`config.mk`:
```
export PLATFORM = sky130hd
export DESIGN_NAME = fsts_top
export DESIGN_NICKNAME = d
export VERILOG_FILES = /design/src/inc/fsts_pkg.sv /design/src/fsts_tick_div.sv /design/src/fsts_top.sv
export VERILOG_INCLUDE_DIRS = /design/src /design/src/inc
export SDC_FILE = /design/constraint.sdc
export NUM_CORES = 1
export LEC_CHECK = 0
export ABC_AREA = 1
export BUFFER_PORTS_ARGS = -buffer_cell sky130_fd_sc_hd__buf_2
export CORE_AREA = 5 5 109 111
export CTS_BUF_LIST = sky130_fd_sc_hd__clkbuf_8
export DETAILED_ROUTE_END_ITERATION = 12
export DIE_AREA = 0 0 114 116
export GPL_TIMING_DRIVEN = 1
export HOLD_SLACK_MARGIN = 0.1
export PLACE_DENSITY_LB_ADDON = 0.3
export SYNTH_ARGS = -nofsm -noshare
export SYNTH_HDL_FRONTEND = slang
export SYNTH_HIERARCHICAL = 1
export SYNTH_SLANG_ARGS = --single-unit
```
`constraint.sdc`:
```
create_clock -name ref_clk_i -period 4 [get_ports ref_clk_i]
set_input_delay 0 -clock ref_clk_i [delete_from_list [all_inputs] [get_ports ref_clk_i]]
set_output_delay 0 -clock ref_clk_i [all_outputs]
set_load 0.01 [all_outputs]
```
`src/inc/fsts_map.svh`:
```
// timing constants for the floppy sector timing separator
`ifndef FSTS_MAP_SVH
`define FSTS_MAP_SVH

// reference clock and local logic clock
`define FSTS_REF_NS 25
`define FSTS_LOCAL_CLOCK_N_NS 500
`define FSTS_LOCAL_CLOCK_N_CYC (`FSTS_LOCAL_CLOCK_N_NS / `FSTS_REF_NS)
`define FSTS_TICK_PER_US (1000 / `FSTS_LOCAL_CLOCK_N_NS)

// divider chain
`define FSTS_TAP8_US 8
`define FSTS_TAP8_DIV (`FSTS_TAP8_US * `FSTS_TICK_PER_US)
`define FSTS_CHAIN_DIV 16
`define FSTS_TAP2_MS 2
`define FSTS_SLOW_MS 500
`define FSTS_SLOW_DIV (`FSTS_SLOW_MS / `FSTS_TAP2_MS)
`define FSTS_AUTO_OFF_MS 8300
`define FSTS_AUTO_OFF_DIV (`FSTS_AUTO_OFF_MS / `FSTS_SLOW_MS)

// per-sector timing in microseconds, from sector start or read enable, then a pulse count and the sync byte
`define FSTS_GATE_US 96
`define FSTS_RE_US 480
`define FSTS_ACQ_US 125
`define FSTS_DDI_REL_US 32
`define FSTS_BR_FAST_US 32
`define FSTS_HE_US 736
`define FSTS_SECTOR_FLAG_A_US 780
`define FSTS_BLANK_US 44
`define FSTS_ACQ_PULSE_US 16
`define FSTS_ACQ_PULSES 8
`define FSTS_SYNC_PAT 8'hfb

// write path
`define FSTS_WPULSE_NS 650
`define FSTS_WPULSE_CYC (`FSTS_WPULSE_NS / `FSTS_REF_NS)
`define FSTS_WORD_BITS 8
`define FSTS_DATA_POS 8

`endif

```
`src/inc/fsts_pkg.sv`:
```
// types of the floppy sector timing separator
package fsts_pkg;
    typedef enum logic [2:0] {
        FSTS_PH_GATE,
        FSTS_PH_WAIT,
        FSTS_PH_READ,
        FSTS_PH_HUNT,
        FSTS_PH_SECTOR_FLAG_A
    } fsts_phase_type;
endpackage

```
`src/fsts_tick_div.sv`:
```
// one divider stage: counts input ticks, gives a wrap tick and a square wave
`timescale 1ns/1ps
module fsts_tick_div #(
    parameter int unsigned DIV = 16,
    parameter int unsigned W = 4
) (
    input wire logic clk_i,
    input wire logic rst_n_i,
    input wire logic tick_i,
    output logic tick_o,
    output logic sq_o,
    output logic [W-1:0] cnt_o
);
    import fsts_pkg::*;
    localparam logic [W-1:0] LAST = W'(DIV - 1);
    localparam logic [W-1:0] HALF = W'(DIV / 2);

    logic [W-1:0] cnt_q;
    logic [W-1:0] cnt_d;
    logic sq_q;
    wire wrap = tick_i && (cnt_q == LAST);

    assign cnt_d = wrap ? '0 : (tick_i ? cnt_q + 1'b1 : cnt_q);
    assign tick_o = wrap;
    assign sq_o = sq_q;
    assign cnt_o = cnt_q;

    always_ff @(posedge clk_i or negedge rst_n_i) begin
        if (!rst_n_i) begin
            cnt_q <= '0;
            sq_q <= 1'b1;
        end else begin
            cnt_q <= cnt_d;
            // high in the first half so the rising edge marks the wrap
            sq_q <= (cnt_d < HALF);
        end
    end
endmodule

```
`src/fsts_top.sv`:
```
// sector timing, read sequencer and write pulse logic of a floppy controller
// Summary of operation
// - local clock is a 500 ns square wave driving the divider chain.
// - divider gives 8 us, 128 us and 2 ms square-wave taps.
// - a further 32 ms tap marks the sector rate.
// - slow chain gives 500 ms wave and an 8 s (16 x 500 ms) motor auto-off wave.
// - while writing, word counters go low 96 us once per sector.
// - all-ones single density write gives 600-700 ns pulses every 4 us.
// - sector start gate is high 96 us at sector start, then low.
// - read enable rises 480 us after the sector start gate.
// - phase acquisition rises with read enable, lasts 100-150 us.
// - twice bit rate clock low, then 4 us wave for 32 us, then 2 us.
// - double-density flag rises 512 us in, 32 us after read enable.
// - sync hunt enable rises 736 us after sector start.
// - data window toggles as 4 us square wave after read enable.
// - zero data gives only 8 narrow separated pulses during acquisition.
// - zero separated data keeps read shifter and sector_flag_a flag low.
// - on completed hunt sector_flag_a rises at 780 us, with 38-50 us blank pulse.
`timescale 1ns/1ps
`include "fsts_map.svh"
module fsts_top (
    input wire logic ref_clk_i,
    input wire logic rst_b_i,
    input wire logic read_data_i,
    input wire logic write_active_i,
    input wire logic [7:0] write_byte_i,
    output logic local_clock_n_o,
    output logic divider_tap_8us_o,
    output logic divider_tap_128us_o,
    output logic divider_tap_2ms_o,
    output logic divider_tap_sector_o,
    output logic slow_tap_500ms_o,
    output logic auto_off_tap_o,
    output logic write_shifter_load_n_o,
    output logic write_sector_count_a_o,
    output logic write_sector_count_b_o,
    output logic write_pulse_o,
    output logic sector_gate_o,
    output logic read_enable_o,
    output logic acquire_o,
    output logic twice_bit_rate_clk_o,
    output logic double_density_flag_o,
    output logic sync_hunt_enable_o,
    output logic data_window_o,
    output logic separated_bits_o,
    output logic [7:0] read_shifter_bits_o,
    output logic sector_flag_a_o,
    output logic sync_blank_o
);
    import fsts_pkg::*;

    localparam int unsigned TPU = `FSTS_TICK_PER_US;
    localparam logic [15:0] GATE_T = 16'(`FSTS_GATE_US * TPU);
    localparam logic [15:0] RE_T = 16'(`FSTS_RE_US * TPU);
    localparam logic [15:0] ACQ_T = 16'(`FSTS_ACQ_US * TPU);
    localparam logic [15:0] DDI_T = 16'((`FSTS_RE_US + `FSTS_DDI_REL_US) * TPU);
    localparam logic [15:0] FAST_T = 16'(`FSTS_BR_FAST_US * TPU);
    localparam logic [15:0] HE_T = 16'(`FSTS_HE_US * TPU);
    localparam logic [15:0] SECTOR_FLAG_A_T = 16'(`FSTS_SECTOR_FLAG_A_US * TPU);
    localparam logic [7:0] BLANK_T = 8'(`FSTS_BLANK_US * TPU);
    localparam logic [15:0] APULSE_T = 16'(`FSTS_ACQ_PULSE_US * TPU);
    localparam logic [15:0] APULSE_END = 16'(`FSTS_ACQ_PULSE_US * TPU * `FSTS_ACQ_PULSES);
    localparam logic [4:0] WPULSE_C = 5'(`FSTS_WPULSE_CYC);
    localparam logic [3:0] DATA_POS = 4'(`FSTS_DATA_POS);
    localparam logic [2:0] WORD_LAST = 3'(`FSTS_WORD_BITS - 1);
    localparam logic [7:0] SYNC_PAT = `FSTS_SYNC_PAT;

    // reset release and read data synchronisers
    logic rst_meta_q;
    logic rst_n;
    logic rd_meta_q;
    logic rd_sync_q;

    always_ff @(posedge ref_clk_i or negedge rst_b_i) begin
        if (!rst_b_i) begin
            rst_meta_q <= 1'b0;
            rst_n <= 1'b0;
        end else begin
            rst_meta_q <= 1'b1;
            rst_n <= rst_meta_q;
        end
    end

    always_ff @(posedge ref_clk_i or negedge rst_n) begin
        if (!rst_n) begin
            rd_meta_q <= 1'b0;
            rd_sync_q <= 1'b0;
        end else begin
            rd_meta_q <= read_data_i;
            rd_sync_q <= rd_meta_q;
        end
    end

    // divider chain
    logic t500;
    logic t8;
    logic t128;
    logic t2m;
    logic t32m;
    logic t500m;
    logic local_clock_n;
    logic [3:0] cell_pos;

    fsts_tick_div #(.DIV(`FSTS_LOCAL_CLOCK_N_CYC), .W(5)) u_local_clock_n (
        .clk_i(ref_clk_i), .rst_n_i(rst_n), .tick_i(1'b1),
        .tick_o(t500), .sq_o(local_clock_n), .cnt_o());
    fsts_tick_div #(.DIV(`FSTS_TAP8_DIV), .W(4)) u_tap8 (
        .clk_i(ref_clk_i), .rst_n_i(rst_n), .tick_i(t500),
        .tick_o(t8), .sq_o(divider_tap_8us_o), .cnt_o(cell_pos));
    fsts_tick_div #(.DIV(`FSTS_CHAIN_DIV), .W(4)) u_tap128 (
        .clk_i(ref_clk_i), .rst_n_i(rst_n), .tick_i(t8),
        .tick_o(t128), .sq_o(divider_tap_128us_o), .cnt_o());
    fsts_tick_div #(.DIV(`FSTS_CHAIN_DIV), .W(4)) u_tap2m (
        .clk_i(ref_clk_i), .rst_n_i(rst_n), .tick_i(t128),
        .tick_o(t2m), .sq_o(divider_tap_2ms_o), .cnt_o());
    fsts_tick_div #(.DIV(`FSTS_CHAIN_DIV), .W(4)) u_sector (
        .clk_i(ref_clk_i), .rst_n_i(rst_n), .tick_i(t2m),
        .tick_o(t32m), .sq_o(divider_tap_sector_o), .cnt_o());
    fsts_tick_div #(.DIV(`FSTS_SLOW_DIV), .W(8)) u_slow (
        .clk_i(ref_clk_i), .rst_n_i(rst_n), .tick_i(t2m),
        .tick_o(t500m), .sq_o(slow_tap_500ms_o), .cnt_o());
    fsts_tick_div #(.DIV(`FSTS_AUTO_OFF_DIV), .W(5)) u_auto_off (
        .clk_i(ref_clk_i), .rst_n_i(rst_n), .tick_i(t500m),
        .tick_o(), .sq_o(auto_off_tap_o), .cnt_o());

    assign local_clock_n_o = ~local_clock_n;

    // sector sequencer, offsets counted in local clock ticks from sector start
    fsts_phase_type phase_q;
    fsts_phase_type phase_d;
    logic [15:0] seq_cnt_q;
    logic [15:0] seq_cnt_d;
    logic sync_found_q;
    wire sec_start = t32m;
    wire [15:0] rel = seq_cnt_q - RE_T;
    wire in_re = seq_cnt_q >= RE_T;
    wire in_acq = in_re && (rel < ACQ_T);
    wire br_fast = rel < FAST_T;
    wire br_level = in_re && (br_fast ? ~rel[2] : ~rel[1]);
    wire apulse = in_acq && t500 && (rel < APULSE_END) && (rel % APULSE_T == 16'h0000);

    assign seq_cnt_d = sec_start ? 16'h0000 :
                       (t500 && seq_cnt_q != 16'hffff) ? seq_cnt_q + 16'h0001 : seq_cnt_q;

    always_comb begin
        phase_d = phase_q;
        case (phase_q)
            FSTS_PH_GATE: begin
                if (seq_cnt_q >= GATE_T) begin
                    phase_d = FSTS_PH_WAIT;
                end
            end
            FSTS_PH_WAIT: begin
                if (in_re) begin
                    phase_d = FSTS_PH_READ;
                end
            end
            FSTS_PH_READ: begin
                if (seq_cnt_q >= HE_T) begin
                    phase_d = FSTS_PH_HUNT;
                end
            end
            FSTS_PH_HUNT: begin
                if (sync_found_q && seq_cnt_q >= SECTOR_FLAG_A_T) begin
                    phase_d = FSTS_PH_SECTOR_FLAG_A;
                end
            end
            FSTS_PH_SECTOR_FLAG_A: begin
                phase_d = FSTS_PH_SECTOR_FLAG_A;
            end
            default: begin
                phase_d = FSTS_PH_GATE;
            end
        endcase
        if (sec_start) begin
            phase_d = FSTS_PH_GATE;
        end
    end

    // cleared by the synchronised block reset rst_n back to the gate phase with the count at zero
    always_ff @(posedge ref_clk_i or negedge rst_n) begin
        if (!rst_n) begin
            seq_cnt_q <= 16'h0000;
            phase_q <= FSTS_PH_GATE;
        end else begin
            seq_cnt_q <= seq_cnt_d;
            phase_q <= phase_d;
        end
    end

    // read side: window, separated bits, shifter and sync hunt
    logic dwin_q;
    logic bit_seen_q;
    logic [7:0] rshift_q;
    logic [7:0] blank_cnt_q;
    logic sector_flag_a_q;
    wire cell_end = in_re && t500 && (rel[2:0] == 3'h7);
    wire raw_bit = rd_sync_q && dwin_q && in_re && !in_acq;
    wire hunt_hit = (phase_q == FSTS_PH_HUNT) && (rshift_q == SYNC_PAT);
    wire sector_flag_a_d = (phase_q == FSTS_PH_SECTOR_FLAG_A) || (phase_q == FSTS_PH_HUNT && phase_d == FSTS_PH_SECTOR_FLAG_A);

    always_ff @(posedge ref_clk_i or negedge rst_n) begin
        if (!rst_n) begin
            dwin_q <= 1'b0;
            bit_seen_q <= 1'b0;
            rshift_q <= 8'h00;
        end else begin
            dwin_q <= in_re ? ~rel[2] : dwin_q;
            bit_seen_q <= cell_end ? 1'b0 : (bit_seen_q | raw_bit);
            if (sec_start) begin
                rshift_q <= 8'h00;
            end else if (cell_end) begin
                rshift_q <= {rshift_q[6:0], bit_seen_q | raw_bit};
            end
        end
    end

    always_ff @(posedge ref_clk_i or negedge rst_n) begin
        if (!rst_n) begin
            sync_found_q <= 1'b0;
            sector_flag_a_q <= 1'b0;
            blank_cnt_q <= 8'h00;
        end else begin
            if (sec_start) begin
                sync_found_q <= 1'b0;
            end else if (hunt_hit) begin
                sync_found_q <= 1'b1;
            end
            sector_flag_a_q <= sector_flag_a_d;
            if (sector_flag_a_d && !sector_flag_a_q) begin
                blank_cnt_q <= BLANK_T;
            end else if (t500 && blank_cnt_q != 8'h00) begin
                blank_cnt_q <= blank_cnt_q - 8'h01;
            end
        end
    end

    // registered sequencer outputs
    always_ff @(posedge ref_clk_i or negedge rst_n) begin
        if (!rst_n) begin
            sector_gate_o <= 1'b0;
            read_enable_o <= 1'b0;
            acquire_o <= 1'b0;
            twice_bit_rate_clk_o <= 1'b0;
            double_density_flag_o <= 1'b0;
            sync_hunt_enable_o <= 1'b0;
            separated_bits_o <= 1'b0;
        end else begin
            sector_gate_o <= seq_cnt_q < GATE_T;
            read_enable_o <= in_re;
            acquire_o <= in_acq;
            twice_bit_rate_clk_o <= br_level;
            double_density_flag_o <= seq_cnt_q >= DDI_T;
            sync_hunt_enable_o <= seq_cnt_q >= HE_T;
            separated_bits_o <= apulse | raw_bit;
        end
    end

    assign data_window_o = dwin_q;
    assign read_shifter_bits_o = rshift_q;
    assign sector_flag_a_o = sector_flag_a_q;
    assign sync_blank_o = blank_cnt_q != 8'h00;

    // write side: word counter, shifter load, clock and data pulses
    logic [2:0] word_q;
    logic [7:0] wshift_q;
    logic [4:0] wpulse_q;
    logic wload_n_q;
    logic wsc_q;
    wire word_end = t8 && (word_q == WORD_LAST);
    wire clk_slot = t500 && (cell_pos == 4'h0);
    wire data_slot = t500 && (cell_pos == DATA_POS) && wshift_q[7];
    wire fire = write_active_i && (clk_slot || data_slot);

    always_ff @(posedge ref_clk_i or negedge rst_n) begin
        if (!rst_n) begin
            word_q <= 3'h0;
            wshift_q <= 8'h00;
            wpulse_q <= 5'h00;
            wload_n_q <= 1'b1;
            wsc_q <= 1'b1;
        end else begin
            word_q <= t8 ? word_q + 3'h1 : word_q;
            if (word_end) begin
                wshift_q <= write_byte_i;
            end else if (t8) begin
                wshift_q <= {wshift_q[6:0], 1'b0};
            end
            if (t8) begin
                wload_n_q <= (word_q + 3'h1) != WORD_LAST;
            end
            if (fire) begin
                wpulse_q <= WPULSE_C;
            end else if (wpulse_q != 5'h00) begin
                wpulse_q <= wpulse_q - 5'h01;
            end
            wsc_q <= !(write_active_i && seq_cnt_q < GATE_T);
        end
    end

    assign write_shifter_load_n_o = wload_n_q;
    assign write_pulse_o = wpulse_q != 5'h00;
    assign write_sector_count_a_o = wsc_q;
    assign write_sector_count_b_o = wsc_q;
endmodule

```
==> reports/results.ini <==
[routing]
firstDrtPassIters=5
route.met3.wl_um=359
dr_wl_met2_um=5770
top_layer=met4
postRouteAntennaNets=0
wl_per_cell_um=12.6
vias=4682
drc=0
drtIter0Drc=307
viasPerCell=5.11
drt-total-wl_um=11600
wl_met1_um=5190

[sta]
hold_viol_final=0
setup_tns_ns=0
fin_crit_sh=0.859
skew_ns=0.0140
finalCriticalPeriod_ns=3.44
setup_violations=0
worst_slew_pin_slew_ns=1.06
max_freq_ghz=0.291
rsz0062_at_grt=no
slew_violations=0
whs_ns=0.266
max_slew_margin=0.293

[cells_and_area]
design_area_sq_mm=0.00644
areaGrowthSynthToFinish_pct=11.3
drive_gt1_frac=0.179
final_common_cell=nand2_1
nFillCells=918
final_nets=803
most-common-layout-cells=163 x nand2_1, 108 x inv_1, 99 x dfrtp_1
n_antenna_cell=0

[global_route]
overflow=0
grt_pass1_wl_um=20100
grt.total_usage=0.188
grt_max_degree=86
grt_pass1_vias=4563
antenna_found_initial=0

[clock_tree]
cts.clk_slew.worst_paths_ns=0.10
cts_root_buf=clkbuf_8
cts_tree=yes
clock_path_buffers=2
clk_latency_ns=0.38
cts_resized=0
cts_setup_buffers=0
clock-sinks=109
cts_inserted_buffers=9
h-tree-depth=3

[logic_synthesis]
ys_ff_latch=109
synth_area_sq_mm=0.00578
yosysSeqAreaShare=0.474
synthArstFlopShare=1.00
netlist_instances=714
syn_area_per_cell_sq_um=8.10
synth_ff_type=dfrtp_1
synth_edf_count=0
yosys.cell_types.count=43
ys_warn_count=6

[worst_setup_path]
slowest_stage=dfrtp_1
critPathRequiredTime_ns=4.26
worst_setup_path_end_kind=flip-flop
startpoint_type=flip-flop
critPathArrivalTime_ns=3.70
cp_max_fo=13
cpPeakStageDelay_ns=0.39
path_class=flip-flop to flip-flop
cpMostUsedCell=inv_1
rrSetupSlack_ns=0.56
rr_worst_depth=20
r2r_end=blank_cnt_q[4]
regToRegStartpoint=u_local_clock_n/cnt_o[0]
crit_chain=ha_1 -> nand2_1 -> clkinv_1 -> nand3_1 -> inv_1 -> inv_1 -> nor2_1 -> inv_1 -> nor2_1 -> inv_1 -> nor2_1 -> buf_4 -> inv_1 -> nor2_1 -> buf_4 -> inv_1 -> nand4_1 -> nand2_2 -> nand2_2 -> nand2_1

[die]
initial_utilization=0.540
io_pins=41
core_area_sq_mm=0.0107
die_area_sq_mm=0.0132
fp.dieH_um=116
rows=38
die_w_um=114

[pwr]
switching_share=0.382
vdd_drop_max_uv=255
p_per_area_mw_per_mm2=492
p_leak_nw=3.30
p_int_mw=1.96
switching_power_mw=1.21
clkPwrFrac=0.195
comb_power_share=0.315
seqPwrFrac=0.490

[placement]
port_buffers=40
place_hpwl_um=8690
postPlaceCellArea_sq_mm=0.00614
gp_congestion=0.901

[outcome]
status=completed

[hold_path]
whs_path_depth=2
min_to=rd_meta_q
hold_class=input port to flip-flop
min_from=read_data_i

[run]
max_cap_viol_count=0

registers in the layout, summed over array words and instances, names as in the netlist, 3 cells and up:
signal and flops:
seq_cnt_q 16, blank_cnt_q 8, read_shifter_bits_o 8, u_slow/cnt_o 8, wshift_q 8, u_auto_off/cnt_o 5, u_local_clock_n/cnt_o 5, wpulse_q 5
u_sector/cnt_o 4, u_tap128/cnt_o 4, u_tap2m/cnt_o 4, u_tap8/cnt_o 4, phase_q 3, word_q 3
synthesized netlist by cell type (2+ instances only):
cell type | instances | share of area
nor2_1 | 61 | 0.040
nand2_2 | 17 | 0.018
buf_4 | 3 | 0.0039
nor2_2 | 10 | 0.011
nand3_2 | 5 | 0.0087
o21ai_2 | 7 | 0.011
dfrtp_1 | 100 | 0.43
o21ai_0 | 14 | 0.012
ha_1 | 19 | 0.041
nor3_2 | 4 | 0.0069
a21oi_1 | 35 | 0.030
nor4_1 | 2 | 0.0022
inv_2 | 17 | 0.011
clkbuf_1 | 5 | 0.0032
nand4_1 | 12 | 0.013
clkinv_1 | 2 | 0.0013
a211oi_1 | 6 | 0.0078
a21oi_2 | 2 | 0.0030
dfstp_2 | 9 | 0.041
nand3_1 | 51 | 0.044
xor2_1 | 16 | 0.024
o22ai_1 | 7 | 0.0076
nand2_1 | 163 | 0.11
o21ai_1 | 4 | 0.0035
o31ai_1 | 8 | 0.010
inv_1 | 106 | 0.069
nor2_4 | 2 | 0.0039
inv_4 | 3 | 0.0032
nor3_1 | 10 | 0.0087
power groups by stage:
stage	registers, mW	logic [mW]	clock network (mW)
2_1_floorplan	1.56	0.695	0
3_3_place_gp	1.56	0.952	0
3_5_place_dp	1.57	0.991	0
4_1_cts	1.55	1.01	0.638
5_1_grt	1.59	1.14	0.677
6_report	1.55	0.997	0.616
layout make-up:
| class | instances | area [sq um] | area share |
|---|---|---|---|
| flip-flops and latches | 109 | 2740 | 0.426 |
| clock inverters | 6 | 41.3 | 0.00642 |
| inverters | 128 | 488 | 0.0758 |
| clock buffers | 10 | 138 | 0.0214 |
| multi-input cells | 468 | 2500 | 0.389 |
| repair buffers | 56 | 350 | 0.0544 |
| well taps | 140 | 175 | 0.0272 |
worst max-delay path, delay by kind of cell (launching register included):
family | cells | cell delay, ns
adder cells (fa/ha/maj) | 1 | 0.23
buffers and inverters | 9 | 1.39
flip-flops | 1 | 0.39
AND/OR/NAND/NOR | 10 | 1.33
logic make-up after synthesis:
group	share of synthesized area
AND/OR/NAND/NOR	0.272
buffers and inverters	0.0944
flip-flops	0.474
AO/OA/AOI/OAI	0.0924
adder cells (fa/ha/maj)	0.0411
XOR/XNOR	0.0258
other	0.000649
routing by layer:
metal  track usage  vias to the layer above
met5             0                        -
met2         0.328                       73
met3        0.0298                       25
met4        0.0744                        0
met1         0.234                     2202
li1              -                     2382
metrics by stage:
step                      utilization  instances  setup WS, ns  power [mW]
final                           0.602        917         0.564        3.17
after global routing            0.602        917         0.141        3.41
after CTS                       0.602        917         0.555        3.20
after detailed placement        0.574        889         0.559        2.56
after global placement          0.574        889         0.708        2.51
after floorplan                     -        715         0.492        2.26
worst max-delay path by stage:
stage / from / cells past startpoint / endpoint / slack (ns)
final: u_local_clock_n/cnt_o[0] / 20 / blank_cnt_q[4] / 0.56
after floorplan: u_local_clock_n/cnt_o[0] / 17 / seq_cnt_q[5] / 0.49
after CTS: u_local_clock_n/cnt_o[0] / 20 / blank_cnt_q[4] / 0.55
after global placement: u_local_clock_n/cnt_o[0] / 20 / blank_cnt_q[4] / 0.71
after detailed placement: u_local_clock_n/cnt_o[0] / 19 / u_auto_off/cnt_o[2] / 0.56
after global routing: u_local_clock_n/cnt_o[0] / 20 / blank_cnt_q[6] / 0.14
what timing repair did:
item,in CTS,in global routing
hold endpoints to repair,15,0
hold buffers,12,0
endpoints found under the setup margin,0,0
Power figures use the tool's default switching activity.
